**src/core/bac_defines.svh**
```systemverilog
`ifndef BAC_DEFINES_SVH
`define BAC_DEFINES_SVH

// Register byte offsets
`define BAC_OFS_CTRL      4'h0
`define BAC_OFS_STAT      4'h4

// Control register reset value
`define BAC_CTRL_RESET    16'h0000

// Control field positions
`define BAC_BIT_ADDR_PU   15
`define BAC_BIT_DATA_PU   14
`define BAC_BIT_MEM_HIGH  13
`define BAC_BIT_STB_DRV   12
`define BAC_BIT_ENDIAN    11
`define BAC_POS_A0_BURST  9
`define BAC_POS_A5_BURST  7
`define BAC_POS_A6_BURST  5
`define BAC_POS_MEMTYPE   2
`define BAC_BIT_A5_CARD   1
`define BAC_BIT_A6_CARD   0

// Memory type codes for areas 2 and 3
`define BAC_MT_CODE_ORD   3'h0
`define BAC_MT_CODE_A3SD  3'h2
`define BAC_MT_CODE_BOTH  3'h3

// Bus width codes seen on the width inputs
`define BAC_W8            2'h1
`define BAC_W16           2'h2
`define BAC_W32           2'h3

// Status field positions
`define BAC_ST_INIT       0
`define BAC_ST_MT_BAD     1
`define BAC_ST_A0_CONF    2
`define BAC_ST_A5_CONF    3
`define BAC_ST_A6_CONF    4
`define BAC_ST_A23_WIDTH  5
`define BAC_ST_SD_RATIO   6
`define BAC_ST_END_VALID  7

// Address pull-up duration after bus acknowledge
`define BAC_PULLUP_CYC    3'h4

`endif

```
**src/core/bac_pkg.sv**
```systemverilog
package bac_pkg;
   typedef enum logic [1:0] {
      BAC_BURST_NONE,
      BAC_BURST_4,
      BAC_BURST_8,
      BAC_BURST_16
   } bac_burst_t;

   typedef enum logic [1:0] {
      BAC_MT_ORD,
      BAC_MT_A3SD,
      BAC_MT_BOTHSD
   } bac_memtype_t;
endpackage

```
**src/core/bac_pin_if.sv**
```systemverilog
`timescale 1ns/1ps
`default_nettype none
interface bac_pin_if;
   logic addr_pu;
   logic data_pu;
   logic mem_high;
   logic stb_drive;
   logic bus_ack;
   logic standby;
   logic data_idle;
   logic addr_pullup_en;
   logic data_pullup_en;
   logic mem_pins_oe;
   logic mem_pins_high;
   logic strobe_pins_oe;

   modport ctrl (
      output addr_pu, data_pu, mem_high, stb_drive, bus_ack, standby, data_idle,
      input  addr_pullup_en, data_pullup_en, mem_pins_oe, mem_pins_high,
      input  strobe_pins_oe
   );
   modport pins (
      input  addr_pu, data_pu, mem_high, stb_drive, bus_ack, standby, data_idle,
      output addr_pullup_en, data_pullup_en, mem_pins_oe, mem_pins_high,
      output strobe_pins_oe
   );
endinterface
`default_nettype wire

```
**src/core/bac_pin_ctrl.sv**
```systemverilog
`timescale 1ns/1ps
`default_nettype none
`include "bac_defines.svh"
module bac_pin_ctrl (
   // Clock and reset
   input wire logic mclk,
   input wire logic rstn,
   // Link to the register bank
   bac_pin_if.pins  pif
);
   logic       ack_d_r;
   logic [2:0] pu_cnt_r;

   always_ff @(posedge mclk or negedge rstn) begin
      if (!rstn) begin
         ack_d_r  <= 1'b0;
         pu_cnt_r <= 3'h0;
      end else begin
         ack_d_r <= pif.bus_ack;
         if (pif.bus_ack && !ack_d_r && pif.addr_pu) begin
            pu_cnt_r <= `BAC_PULLUP_CYC;
         end else if (pu_cnt_r != 3'h0) begin
            pu_cnt_r <= pu_cnt_r - 3'h1;
         end
      end
   end

   always_ff @(posedge mclk or negedge rstn) begin
      if (!rstn) begin
         pif.addr_pullup_en <= 1'b0;
         pif.data_pullup_en <= 1'b0;
         pif.mem_pins_oe    <= 1'b0;
         pif.mem_pins_high  <= 1'b0;
         pif.strobe_pins_oe <= 1'b0;
      end else begin
         // Pull-up window opens on the second edge after acknowledge rises
         pif.addr_pullup_en <= (pu_cnt_r != 3'h0);
         pif.data_pullup_en <= pif.data_pu && pif.data_idle;
         pif.mem_pins_oe    <= !pif.standby || pif.mem_high;
         pif.mem_pins_high  <= pif.standby && pif.mem_high;
         pif.strobe_pins_oe <= !(pif.standby || pif.bus_ack) || pif.stb_drive;
      end
   end
endmodule
`default_nettype wire

```
**src/core/bac_top.sv**
```systemverilog
// Our own choices: the Avalon-MM interface to the registers and the register addresses.
`timescale 1ns/1ps
`default_nettype none
`include "bac_defines.svh"
module bac_top (
   // Clock and power-on reset
   input  wire logic               mclk,
   input  wire logic               rstn,
   // Avalon-MM slave
   input  wire logic [3:0]         avs_address,
   input  wire logic               avs_read,
   input  wire logic               avs_write,
   input  wire logic [31:0]        avs_writedata,
   input  wire logic [3:0]         avs_byteenable,
   output logic [31:0]             avs_readdata,
   output logic                    avs_waitrequest,
   // Endian strap pin
   input  wire logic               endian_select_pin,
   // Bus state from the bus engines
   input  wire logic               bus_ack,
   input  wire logic               standby,
   input  wire logic               data_idle,
   input  wire logic               clk_ratio_one,
   input  wire logic [1:0]         area0_width,
   input  wire logic [1:0]         area2_width,
   input  wire logic [1:0]         area3_width,
   input  wire logic [1:0]         area5_width,
   input  wire logic [1:0]         area6_width,
   // Area configuration
   output bac_pkg::bac_burst_t     area0_burst,
   output bac_pkg::bac_burst_t     area5_burst,
   output bac_pkg::bac_burst_t     area6_burst,
   output bac_pkg::bac_memtype_t   area23_memtype,
   output logic                    area5_card_space,
   output logic                    area6_card_space,
   output logic                    endian_little,
   output logic                    area3_sdram_block,
   // Pin control
   output logic                    addr_pullup_en,
   output logic                    data_pullup_en,
   output logic                    mem_pins_oe,
   output logic                    mem_pins_high,
   output logic                    strobe_pins_oe
);
   import bac_pkg::*;

   // Control bits, endian flag held apart
   logic [15:0] ctrl_r;
   logic        endian_r;
   logic        end_valid_r;
   logic        end_s1_r;
   logic        end_s2_r;
   logic        fill1_r;
   logic        fill2_r;
   logic        init_r;
   logic        mt_bad_r;

   // Bus slave state
   logic        wait_r;
   logic [31:0] rdata_r;
   logic        hit_ctrl;
   logic        hit_stat;
   logic        wr_go;

   // Live configuration checks
   logic        a0_conf;
   logic        a5_conf;
   logic        a6_conf;
   logic        a23_width;
   logic        sd_ratio;
   logic [15:0] ctrl_view;
   logic [7:0]  stat_view;
   logic [2:0]  mt_wr;
   logic        mt_wr_ok;

   // Registered outputs
   bac_burst_t   a0_burst_r;
   bac_burst_t   a5_burst_r;
   bac_burst_t   a6_burst_r;
   bac_memtype_t mt_r;
   logic         a5_card_r;
   logic         a6_card_r;
   logic         sd_block_r;

   bac_pin_if pif ();

   // Burst field to burst length code, used for three areas
   function automatic bac_burst_t burst_of(input logic [1:0] f);
      bac_burst_t b;
      b = BAC_BURST_NONE;
      unique case (f)
         2'h0: b = BAC_BURST_NONE;
         2'h1: b = BAC_BURST_4;
         2'h2: b = BAC_BURST_8;
         2'h3: b = BAC_BURST_16;
      endcase
      return b;
   endfunction

   // Burst length versus bus width; area 0 forbids 8 on 32 like the others
   function automatic logic burst_bad(input logic [1:0] f, input logic [1:0] w);
      logic bad;
      bad = 1'b0;
      unique case (f)
         2'h0: bad = 1'b0;
         2'h1: bad = 1'b0;
         2'h2: bad = (w == `BAC_W32);
         2'h3: bad = (w != `BAC_W8);
      endcase
      return bad;
   endfunction

   // Memory type code to type; only the three legal codes reach here
   function automatic bac_memtype_t mt_of(input logic [2:0] c);
      bac_memtype_t m;
      m = BAC_MT_ORD;
      if (c == `BAC_MT_CODE_A3SD) begin
         m = BAC_MT_A3SD;
      end else if (c == `BAC_MT_CODE_BOTH) begin
         m = BAC_MT_BOTHSD;
      end
      return m;
   endfunction

   // Address decode
   assign hit_ctrl = (avs_address == `BAC_OFS_CTRL);
   assign hit_stat = (avs_address == `BAC_OFS_STAT);

   // A write lands on the edge that sees waitrequest low
   assign wr_go = avs_write && !wait_r;

   // Incoming memory type field and its legality
   assign mt_wr    = avs_writedata[`BAC_POS_MEMTYPE +: 3];
   assign mt_wr_ok = (mt_wr == `BAC_MT_CODE_ORD) || (mt_wr == `BAC_MT_CODE_A3SD) ||
                     (mt_wr == `BAC_MT_CODE_BOTH);

   // Endian pin synchroniser
   always_ff @(posedge mclk or negedge rstn) begin
      if (!rstn) begin
         end_s1_r <= 1'b0;
         end_s2_r <= 1'b0;
      end else begin
         end_s1_r <= endian_select_pin;
         end_s2_r <= end_s1_r;
      end
   end

   // Strap capture waits until both stages hold the pin, not their reset zeros
   always_ff @(posedge mclk or negedge rstn) begin
      if (!rstn) begin
         fill1_r     <= 1'b0;
         fill2_r     <= 1'b0;
         endian_r    <= 1'b0;
         end_valid_r <= 1'b0;
      end else begin
         fill1_r <= 1'b1;
         fill2_r <= fill1_r;
         if (fill2_r && !end_valid_r) begin
            endian_r    <= end_s2_r;
            end_valid_r <= 1'b1;
         end
      end
   end

   // Control register; only rstn clears it, there is no other reset here
   always_ff @(posedge mclk or negedge rstn) begin
      if (!rstn) begin
         ctrl_r <= `BAC_CTRL_RESET;
      end else if (wr_go && hit_ctrl) begin
         if (avs_byteenable[1]) begin
            ctrl_r[15:12] <= avs_writedata[15:12];
            ctrl_r[11]    <= 1'b0;
            ctrl_r[10:8]  <= avs_writedata[10:8];
         end
         if (avs_byteenable[0]) begin
            ctrl_r[7:5] <= avs_writedata[7:5];
            ctrl_r[1:0] <= avs_writedata[1:0];
            // Prohibited memory type codes leave the old type in place
            if (mt_wr_ok) begin
               ctrl_r[`BAC_POS_MEMTYPE +: 3] <= mt_wr;
            end
         end
      end
   end

   // Software flags: init seen, and a refused memory type write
   always_ff @(posedge mclk or negedge rstn) begin
      if (!rstn) begin
         init_r   <= 1'b0;
         mt_bad_r <= 1'b0;
      end else begin
         if (wr_go && hit_ctrl) begin
            init_r <= 1'b1;
         end
         // Set wins over a write-one clear in the same cycle
         if (wr_go && hit_ctrl && avs_byteenable[0] && !mt_wr_ok) begin
            mt_bad_r <= 1'b1;
         end else if (wr_go && hit_stat && avs_byteenable[0] &&
                      avs_writedata[`BAC_ST_MT_BAD]) begin
            mt_bad_r <= 1'b0;
         end
      end
   end

   // Width and clock ratio checks against the programmed bursts and memory type
   assign a0_conf   = burst_bad(ctrl_r[`BAC_POS_A0_BURST +: 2], area0_width);
   assign a5_conf   = burst_bad(ctrl_r[`BAC_POS_A5_BURST +: 2], area5_width);
   assign a6_conf   = burst_bad(ctrl_r[`BAC_POS_A6_BURST +: 2], area6_width);
   assign a23_width = (ctrl_r[`BAC_POS_MEMTYPE +: 3] == `BAC_MT_CODE_BOTH) &&
                      (area2_width != area3_width);
   assign sd_ratio  = (ctrl_r[`BAC_POS_MEMTYPE +: 3] != `BAC_MT_CODE_ORD) &&
                      clk_ratio_one;

   // Read views
   always_comb begin
      ctrl_view                  = ctrl_r;
      ctrl_view[`BAC_BIT_ENDIAN] = endian_r;
   end

   always_comb begin
      stat_view                     = 8'h00;
      stat_view[`BAC_ST_INIT]       = init_r;
      stat_view[`BAC_ST_MT_BAD]     = mt_bad_r;
      stat_view[`BAC_ST_A0_CONF]    = a0_conf;
      stat_view[`BAC_ST_A5_CONF]    = a5_conf;
      stat_view[`BAC_ST_A6_CONF]    = a6_conf;
      stat_view[`BAC_ST_A23_WIDTH]  = a23_width;
      stat_view[`BAC_ST_SD_RATIO]   = sd_ratio;
      stat_view[`BAC_ST_END_VALID]  = end_valid_r;
   end

   // One wait state per access: answer on the edge after the request
   always_ff @(posedge mclk or negedge rstn) begin
      if (!rstn) begin
         wait_r <= 1'b1;
      end else if (wait_r) begin
         wait_r <= !(avs_read || avs_write);
      end else begin
         wait_r <= 1'b1;
      end
   end

   // Read data is loaded while waitrequest is high, so it stands at the answer edge
   always_ff @(posedge mclk or negedge rstn) begin
      if (!rstn) begin
         rdata_r <= 32'h0000_0000;
      end else if (avs_read && wait_r) begin
         if (hit_ctrl) begin
            rdata_r <= {16'h0000, ctrl_view};
         end else if (hit_stat) begin
            rdata_r <= {24'h00_0000, stat_view};
         end else begin
            rdata_r <= 32'h0000_0000;
         end
      end
   end

   assign avs_readdata    = rdata_r;
   assign avs_waitrequest = wait_r;

   // Area configuration outputs
   always_ff @(posedge mclk or negedge rstn) begin
      if (!rstn) begin
         a0_burst_r <= BAC_BURST_NONE;
         a5_burst_r <= BAC_BURST_NONE;
         a6_burst_r <= BAC_BURST_NONE;
      end else begin
         a0_burst_r <= burst_of(ctrl_r[`BAC_POS_A0_BURST +: 2]);
         a5_burst_r <= burst_of(ctrl_r[`BAC_POS_A5_BURST +: 2]);
         a6_burst_r <= burst_of(ctrl_r[`BAC_POS_A6_BURST +: 2]);
      end
   end

   always_ff @(posedge mclk or negedge rstn) begin
      if (!rstn) begin
         mt_r       <= BAC_MT_ORD;
         a5_card_r  <= 1'b0;
         a6_card_r  <= 1'b0;
         sd_block_r <= 1'b0;
      end else begin
         mt_r       <= mt_of(ctrl_r[`BAC_POS_MEMTYPE +: 3]);
         a5_card_r  <= ctrl_r[`BAC_BIT_A5_CARD];
         a6_card_r  <= ctrl_r[`BAC_BIT_A6_CARD];
         // Area 3 SDRAM is fenced off while the clock ratio is 1:1 and an SDRAM memory type is programmed
         sd_block_r <= sd_ratio;
      end
   end

   assign area0_burst       = a0_burst_r;
   assign area5_burst       = a5_burst_r;
   assign area6_burst       = a6_burst_r;
   assign area23_memtype    = mt_r;
   assign area5_card_space  = a5_card_r;
   assign area6_card_space  = a6_card_r;
   assign area3_sdram_block = sd_block_r;
   assign endian_little     = endian_r;

   // Pin control
   assign pif.addr_pu   = ctrl_r[`BAC_BIT_ADDR_PU];
   assign pif.data_pu   = ctrl_r[`BAC_BIT_DATA_PU];
   assign pif.mem_high  = ctrl_r[`BAC_BIT_MEM_HIGH];
   assign pif.stb_drive = ctrl_r[`BAC_BIT_STB_DRV];
   assign pif.bus_ack   = bus_ack;
   assign pif.standby   = standby;
   assign pif.data_idle = data_idle;

   bac_pin_ctrl u_pins (
      .mclk (mclk),
      .rstn (rstn),
      .pif  (pif.pins)
   );

   assign addr_pullup_en = pif.addr_pullup_en;
   assign data_pullup_en = pif.data_pullup_en;
   assign mem_pins_oe    = pif.mem_pins_oe;
   assign mem_pins_high  = pif.mem_pins_high;
   assign strobe_pins_oe = pif.strobe_pins_oe;
endmodule
`default_nettype wire

```
**config.mk**
```make
export PLATFORM = sky130hd
export DESIGN_NAME = bac_top
export DESIGN_NICKNAME = d
export VERILOG_FILES = /design/src/core/bac_pkg.sv /design/src/core/bac_pin_if.sv /design/src/core/bac_pin_ctrl.sv /design/src/core/bac_top.sv
export VERILOG_INCLUDE_DIRS = /design/src /design/src/core
export SDC_FILE = /design/constraint.sdc
export NUM_CORES = 1
export LEC_CHECK = 0
export CAP_MARGIN = 20
export CORE_UTILIZATION = 25
export CTS_CLUSTER_SIZE = 20
export DETAILED_ROUTE_END_ITERATION = 10
export DONT_BUFFER_PORTS = 1
export PLACE_DENSITY_LB_ADDON = 0.3
export SYNTH_ARGS = -nofsm -noshare
export SYNTH_HDL_FRONTEND = slang
export SYNTH_SLANG_ARGS = --single-unit
```
**constraint.sdc**
```tcl
create_clock -name mclk -period 2.2 [get_ports mclk]
set_input_delay 0.44 -clock mclk [delete_from_list [all_inputs] [get_ports mclk]]
set_output_delay 0.44 -clock mclk [all_outputs]
set_load 0.01 [all_outputs]
```
==> results of run 1 <==
power by group through the flow:
stage	sequential, mW	combinational, mW	clock, mW
after floorplan	1.38	0.249	0
after global placement	1.41	0.255	0
after detailed placement	1.41	0.266	0
after CTS	1.39	0.298	1.03
after global routing	1.41	0.340	1.08
final	1.39	0.290	0.990
area by class of cell:
type                            count  area, um^2
Tap cell                          129         161
Fill cell                         976        6560
Sequential cell                    60        1500
Timing Repair Buffer                7        75.1
Clock buffer                       10         138
Inverter                            2        7.51
Clock inverter                      6        63.8
Multi-Input combinational cell    123         816
flip-flops by register name, indices dropped and copies added (netlist names), 2 cells and up:
| register | cells |
|---|---|
| area5_burst | 2 |
| ctrl_r | 15 |
| area23_memtype | 2 |
| area6_burst | 2 |
| avs_readdata | 16 |
| u_pins.pu_cnt_r | 3 |
| area0_burst | 2 |
logic make-up (layout without fill, tap and decap cells):
group                    Yosys count  in the layout  share of synthesized area
AO/OA/AOI/OAI                     20             20                     0.0591
XOR/XNOR                           3              3                     0.0108
adder cells (fa/ha/maj)            2              2                     0.0103
buffers and inverters             30             25                     0.0740
flip-flops                        60             60                      0.617
multiplexers                      19             19                     0.0874
other                              2             17                    0.00309
AND/OR/NAND/NOR                   62             62                      0.138
through the flow:
| step | power, mW | cell area [um^2] | util | hold WS [ps] | instances |
|---|---|---|---|---|---|
| 2_1_floorplan | 1.62 | 2490 | - | 144 | 213 |
| 3_3_place_gp | 1.66 | 2520 | 0.271 | 145 | 319 |
| 3_5_place_dp | 1.68 | 2520 | 0.271 | 146 | 319 |
| 4_1_cts | 2.72 | 2760 | 0.296 | 103 | 337 |
| 5_1_grt | 2.83 | 2760 | 0.296 | 94.1 | 337 |
| 6_report | 2.67 | 2760 | 0.296 | 129 | 337 |
repair_timing:
action,in CTS,in global routing
hold buffers,2,0
resized for setup,0,0
endpoints found under the hold margin,60,0
routing by layer:
metal | vias to the layer above | global-route usage | share of wire
met5 | - | 0 | 0
met4 | 0 | 0.0334 | 0.0093
met3 | 5 | 0.0596 | 0.086
met2 | 64 | 0.172 | 0.48
met1 | 690 | 0.131 | 0.42
li1 | 647 | - | -
synthesized netlist by cell type, drive strengths merged:
cell	instances
a211oi	1
a21o	1
a21oi	5
a221oi	4
a22o	1
a32oi	3
and2	3
and2b	1
and3	1
and3b	1
buf	19
clkbuf	9
conb	2
dfrtp	59
dfstp	1
ha	2
inv	2
mux2	18
mux2i	1
nand2	18
nand2b	2
nand3	9
nand3b	1
nand4	1
nor2	16
nor2b	3
nor3b	1
nor4	1
nor4b	2
o211ai	1
o21ai	2
o21bai	1
o31a	1
or2	2
xnor2	1
xor2	2
critical path: stages (launching register included):
cell and delay, ps:
dfstp_2 590, nand2_1 390, a221oi_1 390, nor2_1 80
how the worst max path moves through the flow:
stage | depth (start not counted) | endpoint | slack (ps)
final | 3 | avs_readdata[6] | 620
after global placement | 4 | ctrl_r[3] | 500
after detailed placement | 4 | ctrl_r[2] | 490
after floorplan | 4 | ctrl_r[2] | 600
after global routing | 3 | avs_readdata[6] | 500
after CTS | 3 | avs_readdata[6] | 610
==> out/results.tsv, run 1 <==
stage	metric	value	unit
setup_path	reg-to-reg endpoint	avs_readdata[6]	
place	pre-CTS WS	486	ps
place	RD Place Congestion	0.657	
drt	via count	1406	
drt	DRT antenna net count	0	
timing	Slew @ Worst Pin	615	ps
setup_path	Worst setup EP type	flop	
setup_path	arrival time worst endpoint	1790	ps
synth	#FFs+latches synth	60	
floorplanning	Die X-Extent	101	um
pwr	sequential group share of total power	0.520	
pwr	power density over cell area	965	mW/mm^2
timing	min cycle time layout	1580	ps
setup_path	critical path launch point type	flop	
drt	drt drc	0	
synth	Synth cell types	40	
timing	Slew headroom	0.589	
clock_network	Worst-path clk slew	70	ps
drt	WL/cell	15.4	um
synth	sequential share of the synthesized area	0.617	
floorplanning	Placeable Area	0.00933	mm^2
cells_and_area	Nets	264	
timing	Max Slew Vio Count	0	
synth	Synth warnings	0	
cells_and_area	Antenna diodes	0	
place	DP HPWL	3610	um
clock_network	post-CTS setup buffer count	0	
floorplanning	die area	0.0101	mm^2
grt	Overflow after GRT	0	
timing	period utilisation layout	0.717	
pwr	Clock power frac	0.371	
floorplanning	initial cell density of the core	0.261	
pwr	internal power	1.94	mW
cells_and_area	most common cell after layout, fill and taps aside	dfrtp_1	
pwr	Switch Pwr	727	uW
clock_network	Max clock buf depth	2	
pwr	Sw Ratio	0.273	
setup_path	R2R depth	3	
timing	clk_skew	8.21	ps
timing	number of hold violations in the final report	0	
floorplanning	num ports	109	
pwr	leakage	1.29	nW
drt	vias per cell	4.17	
clock_network	Clk Latency, worst-skew pair	330	ps
timing	unrepaired setup endpoints after global routing	no	
grt	vias in the first global route	1465	
grt	largest net degree at the start of global routing	61	
grt	initial antenna violation count	0	
drt	WL final	5170	um
synth	Cell Area, Synth	0.00243	mm^2
timing	worst setup margin	622	ps
clock_network	CTS tree	done	
synth	Yosys top cell area share	0.607	
setup_path	Crit Path Max Fanout	13	
clock_network	H-tree Lvls	3	
pwr	VDD IR-drop max	0.000325	V
cells_and_area	share of cells above drive strength 1	0.226	
hold_path	worst min path class	primary input to flop	
place	I/O Buffers	0	
cells_and_area	P&R area growth vs syn	13.6	%
hold_path	Hold Crit Depth	0	
floorplanning	cell row count	35	
clock_network	Root Buffer	clkbuf_8	
setup_path	worst setup path category	flop to flop	
synth	Cells after Synth	198	
clock_network	CTS buffer count	9	
setup_path	worst endpoint required time	2410	ps
drt	Starting DRT DRC Count	18	
hold_path	Min-Delay Startpoint	endian_select_pin	
grt	first-pass GRT wire length	7990	um
drt	TritonRoute pass-1 iters	4	
timing	fmax	634	MHz
timing	setup_tns	0	ps
synth	Synth area leaders	dfrtp_1 61%, mux2_2 8.3%, buf_4 5.2%	
grt	overall routing resource usage	0.111	
hold_path	Hold Path End	end_s1_r	
setup_path	R2R setup slack	620	ps
setup_path	CP startpoint	avs_waitrequest	
cells_and_area	commonest non-fill, non-tap cells in the layout	59 x dfrtp_1, 18 x mux2_2, 18 x nand2_1	
floorplanning	Die Height	101	um
clock_network	clock sinks	60	
timing	Final setup viols	0	
synth	synthesized area per cell	12.3	um^2
run	max cap viols	0	
pwr	Comb pwr share	0.109	
setup_path	reg2reg start	avs_waitrequest	
synth	post-synth top area cell	dfrtp_1	
status	status	complete, no violations	
(Power assumes the default switching activity.)
==> inputs of run 2 (changes only) <==
==> constraint.sdc (replaced) <==
create_clock -name mclk -period 1.6 [get_ports mclk]
set_input_delay 0.32 -clock mclk [delete_from_list [all_inputs] [get_ports mclk]]
set_output_delay 0.32 -clock mclk [all_outputs]
set_load 0.01 [all_outputs]
==> run 2 against run 1 <==
Effect of this change:
- the run now ends with hold timing left
- first-iteration DRC count rose by 140%
- maximum frequency rose by 10%
- cell area rose by 1.3%
- die area did not move
- core utilization rose by 0.39 points
- total power rose by 38%
- clock skew fell by 3.0 ps
- count of clock-buffer cells in the layout rose by 2
==> out/results.tsv, run 2 (same netlist as run 1, synthesis figures left out) <==
stage	metric	value	unit
setup_path	arrival time worst endpoint	1640	ps
cells_and_area	commonest non-fill, non-tap cells in the layout	59 x dfrtp_1, 18 x mux2_2, 18 x nand2_1	
setup_path	R2R depth	4	
cells_and_area	Nets	269	
pwr	internal power	2.72	mW
cells_and_area	# fillers	980	
grt	overall routing resource usage	0.109	
place	RD Place Congestion	0.670	
drt	Starting DRT DRC Count	43	
cells_and_area	Antenna diodes	0	
place	placed instance area	0.00257	mm^2
pwr	Clock power frac	0.379	
floorplanning	num ports	109	
timing	setup_tns	0	ps
grt	first-pass GRT wire length	7960	um
floorplanning	Placeable Area	0.00933	mm^2
place	DP HPWL	3640	um
floorplanning	Die Height	101	um
hold_path	worst min path class	primary input to async pin	
setup_path	reg-to-reg endpoint	ctrl_r[0]	
setup_path	critical path launch point type	flop	
clock_network	H-tree Lvls	3	
timing	Max Slew Vio Count	0	
floorplanning	die area	0.0101	mm^2
clock_network	clock sinks	60	
cells_and_area	most common cell after layout, fill and taps aside	dfrtp_1	
setup_path	reg2reg start	avs_waitrequest	
floorplanning	initial cell density of the core	0.261	
grt	vias in the first global route	1464	
grt	largest net degree at the start of global routing	61	
pwr	Comb pwr share	0.103	
pwr	leakage	1.32	nW
timing	number of hold violations in the final report	60	
drt	WL/cell	14.9	um
pwr	Switch Pwr	957	uW
clock_network	Max clock buf depth	2	
timing	WHS	-324	ps
cells_and_area	Post-Layout Inst Area	0.00280	mm^2
place	I/O Buffers	0	
floorplanning	cell row count	35	
pwr	sequential group share of total power	0.518	
timing	unrepaired setup endpoints after global routing	no	
setup_path	R2R setup slack	170	ps
clock_network	hold_buf cts	2	
timing	clk_skew	5.25	ps
timing	worst setup margin	171	ps
place	pre-CTS WS	44.4	ps
clock_network	Clk Latency, worst-skew pair	330	ps
status	status	finished with violations	
pwr	power density over cell area	1310	mW/mm^2
timing	period utilisation layout	0.893	
cells_and_area	Core Util, Final	0.300	
drt	drt drc	0	
setup_path	Worst setup EP type	flop	
drt	TritonRoute pass-1 iters	4	
grt	initial antenna violation count	0	
setup_path	worst endpoint required time	1810	ps
grt	Overflow after GRT	0	
setup_path	Crit Path Max Fanout	6	
clock_network	Root Buffer	clkbuf_8	
cells_and_area	Largest register FFs	16	
timing	min cycle time layout	1430	ps
cells_and_area	share of cells above drive strength 1	0.239	
drt	DRT antenna net count	0	
clock_network	CTS buffer count	9	
drt	WL final	5080	um
setup_path	worst setup path category	flop to flop	
run	max cap viols	0	
timing	Final setup viols	0	
cells_and_area	P&R area growth vs syn	15.1	%
timing	fmax	700	MHz
drt	vias per cell	4.13	
pwr	VDD IR-drop max	0.000738	V
clock_network	Worst-path clk slew	70	ps
clock_network	CTS tree	done	
floorplanning	Die X-Extent	101	um
drt	via count	1412	
status	failing checks	hold timing	
pwr	Sw Ratio	0.260	
==> run 2: metal layers <==
layer	wire length, um	global-route usage	share of wire
met5	0	0	0
met4	52	0.0334	0.010
met3	410	0.0610	0.081
met2	2420	0.168	0.48
met1	2200	0.130	0.43
==> run 2: layout make-up <==
| cell class | count | area [um^2] | share of cell area |
|---|---|---|---|
| sequential | 60 | 1500 | 0.537 |
| multi-input combinational | 123 | 818 | 0.292 |
| tap | 129 | 161 | 0.0576 |
| clock buffer | 12 | 155 | 0.0554 |
| timing repair buffer | 12 | 108 | 0.0384 |
| clock inverter | 4 | 47.5 | 0.0170 |
| inverter | 2 | 7.51 | 0.00268 |
==> run 2: metrics by stage <==
step	hold slack, ps	power, mW	std cells
after global routing	-362	3.89	342
final	-324	3.67	342
after detailed placement	25.8	2.32	324
after global placement	25.6	2.30	324
after floorplan	24.4	2.23	213
after CTS	-348	3.74	342
==> run 2: repair_timing <==
action / CTS / global route
gates resized for setup: 0 / 1
endpoints found under the hold margin: 62 / 60
setup endpoints to repair: 0 / 1
buffers inserted: 0 / 0
==> run 2: worst max path at each step <==
stage | start | to | slack, ps | cells after the start
2_1_floorplan | avs_address[1] | ctrl_r[2] | 120 | 4
3_3_place_gp | avs_address[1] | ctrl_r[15] | 50 | 4
3_5_place_dp | avs_address[1] | ctrl_r[9] | 40 | 4
4_1_cts | avs_waitrequest | ctrl_r[0] | 80 | 4
5_1_grt | avs_waitrequest | ctrl_r[7] | 120 | 4
6_report | avs_waitrequest | ctrl_r[0] | 170 | 4
==> run 2: critical path: stages (launching register included) <==
cell	delay [ps]
dfstp_2	410
nor2b_2	210
and3_1	230
buf_4	150
mux2_2	320
==> run 2: power groups by stage <==
stage          registers [mW]  clock network (mW)  logic (mW)
6_report                 1.90                1.39       0.378
5_1_grt                  1.93                1.52       0.438
4_1_cts                  1.91                1.44       0.385
3_5_place_dp             1.94                   0       0.379
3_3_place_gp             1.93                   0       0.365
2_1_floorplan            1.89                   0       0.342
==> inputs of run 3 (changes only) <==
--- a/config.mk
+++ b/config.mk
@@ -12,6 +12,7 @@
 export DETAILED_ROUTE_END_ITERATION = 10
 export DONT_BUFFER_PORTS = 1
 export PLACE_DENSITY_LB_ADDON = 0.3
+export RECOVER_POWER = 100
 export SYNTH_ARGS = -nofsm -noshare
 export SYNTH_HDL_FRONTEND = slang
 export SYNTH_SLANG_ARGS = --single-unit
==> run 3 against run 2 <==
Effect of this change:
- the run still ends with hold timing left
- final cell count stayed put
- die area stayed put
- sequential share of layout area is 0.19 points higher
- total power hardly changed
- count of clock-buffer cells in the layout stayed put
- clock power hardly changed
- cell area is 0.36% lower
- global-route usage stayed put
- worst hold slack hardly changed
- via count hardly changed
- critical path depth stayed put
- critical path type unchanged
- largest power group unchanged
- highest routed layer unchanged
==> out/results.tsv, run 3 (same netlist as run 1, synthesis figures left out) <==
stage	metric	value	unit
place	I/O Buffers	0	
clock_network	Max clock buf depth	2	
cells_and_area	P&R area growth vs syn	14.7	%
cells_and_area	Final Instance Count excl. Fillers	342	
grt	overall routing resource usage	0.109	
floorplanning	initial cell density of the core	0.261	
timing	setup_tns	0	ps
pwr	power density over cell area	1320	mW/mm^2
floorplanning	die area	0.0101	mm^2
drt	Starting DRT DRC Count	43	
cells_and_area	Antenna diodes	0	
grt	vias in the first global route	1464	
cells_and_area	Largest register FFs	16	
setup_path	reg2reg start	avs_waitrequest	
hold_path	worst min path class	primary input to async pin	
status	failing checks	hold timing	
timing	clk_skew	5.25	ps
floorplanning	cell row count	35	
grt	initial antenna violation count	0	
cells_and_area	share of cells above drive strength 1	0.230	
setup_path	R2R setup slack	160	ps
timing	number of hold violations in the final report	60	
cells_and_area	FF+latch area	0.00150	mm^2
setup_path	arrival time worst endpoint	1650	ps
setup_path	Crit Path Max Fanout	6	
pwr	leakage	1.31	nW
clock_network	hold_buf cts	2	
setup_path	Worst setup EP type	flop	
floorplanning	num ports	109	
timing	Max Slew Vio Count	0	
drt	drt drc	0	
timing	Final setup viols	0	
grt	largest net degree at the start of global routing	61	
setup_path	worst endpoint required time	1810	ps
timing	unrepaired setup endpoints after global routing	no	
setup_path	crit-path cells	nor2b_2 -> and3_1 -> clkbuf_1 -> mux2_2	
timing	min cycle time layout	1440	ps
grt	first-pass GRT wire length	7960	um
drt	DRT antenna net count	0	
place	DP HPWL	3640	um
floorplanning	Die Height	101	um
clock_network	post-CTS setup buffer count	0	
cells_and_area	most common cell after layout, fill and taps aside	dfrtp_1	
grt	Overflow after GRT	0	
cells_and_area	Multi-input gate area	818	um^2
setup_path	Crit path largest cell delay	410	ps
setup_path	CP startpoint	avs_waitrequest	
drt	vias per cell	4.13	
clock_network	CTS buffer count	9	
run	max cap viols	0	
status	status	finished with violations	
place	placed instance area	0.00257	mm^2
cells_and_area	commonest non-fill, non-tap cells in the layout	59 x dfrtp_1, 18 x mux2_2, 18 x nand2_1	
pwr	VDD IR-drop max	0.000744	V
cells_and_area	Core Util, Final	0.299	
drt	TritonRoute pass-1 iters	4	
timing	fmax	695	MHz
cells_and_area	# fillers	983	
setup_path	worst setup path category	flop to flop	
clock_network	Clk Latency, worst-skew pair	330	ps
timing	WHS	-324	ps
drt	via count	1411	
clock_network	Worst-path clk slew	70	ps
floorplanning	Placeable Area	0.00933	mm^2
clock_network	Root Buffer	clkbuf_8	
drt	WL final	5070	um
setup_path	slowest CP cell	dfstp_2	
setup_path	critical path launch point type	flop	
place	RD Place Congestion	0.670	
cells_and_area	Post-Layout Inst Area	0.00279	mm^2
clock_network	CTS tree	done	
floorplanning	Die X-Extent	101	um
drt	WL/cell	14.8	um
timing	period utilisation layout	0.900	
cells_and_area	Nets	269	
clock_network	H-tree Lvls	3	
clock_network	clock sinks	60	
place	placed insts	324	
==> run 3: cell count changes in the layout (fill, tap and decap cells not counted) <==
cell and delta:
and2_0 +2, buf_4 -3, and2_1 -2, clkbuf_2 +1
clkbuf_1 +2
==> run 3: path summary, 6_finish.rpt <==
kind                                             end  cells past startpoint
min in group mclk                    avs_waitrequest                      1
hold reg to reg                              fill2_r                      0
setup reg to reg                           ctrl_r[5]                      4
setup / recovery                           ctrl_r[5]                      4
hold / removal             u_pins.pif.addr_pullup_en                      0
max in group asynchronous            avs_waitrequest                      0
==> run 3: final cells by class <==
cell class | count | share of cell area
tap | 129 | 0.0578
timing repair buffer | 12 | 0.0350
clock inverter | 4 | 0.0170
clock buffer | 12 | 0.0556
sequential | 60 | 0.539
inverter | 2 | 0.00269
multi-input combinational | 123 | 0.293
==> run 3: layer usage <==
layer	vias up	track usage	part of all wire
met5	-	0	0
met4	0	0.0334	0.010
met3	5	0.0610	0.081
met2	62	0.168	0.48
met1	690	0.130	0.43
li1	654	-	-
==> run 3: worst max-delay path: cells and delay by family, from the launching register on <==
family	cells	cell delay (ps)
buffers and inverters	1	150
AND/OR/NAND/NOR	2	430
multiplexers	1	340
flip-flops	1	410
==> run 3: where the power goes <==
group | switching [mW] | total [mW] | leakage, nW | internal, mW
Sequential | 0.180 | 1.90 | 0.769 | 1.72
Combinational | 0.185 | 0.375 | 0.434 | 0.191
Clock | 0.592 | 1.39 | 0.102 | 0.800
==> run 3: through the flow <==
| step | setup slack [ps] | power, mW | hold WS, ps |
|---|---|---|---|
| finish | 161 | 3.67 | -324 |
| global route | 78.6 | 3.89 | -362 |
| CTS | 78.3 | 3.74 | -348 |
| detailed placement | 44.4 | 2.32 | 25.8 |
| global placement | 50.0 | 2.30 | 25.6 |
| floorplan | 117 | 2.23 | 24.4 |
==> run 3: timing repair <==
item	CTS	global route
endpoints found under the hold margin	62	60
endpoints found under the setup margin	0	1
gates resized for setup	0	1
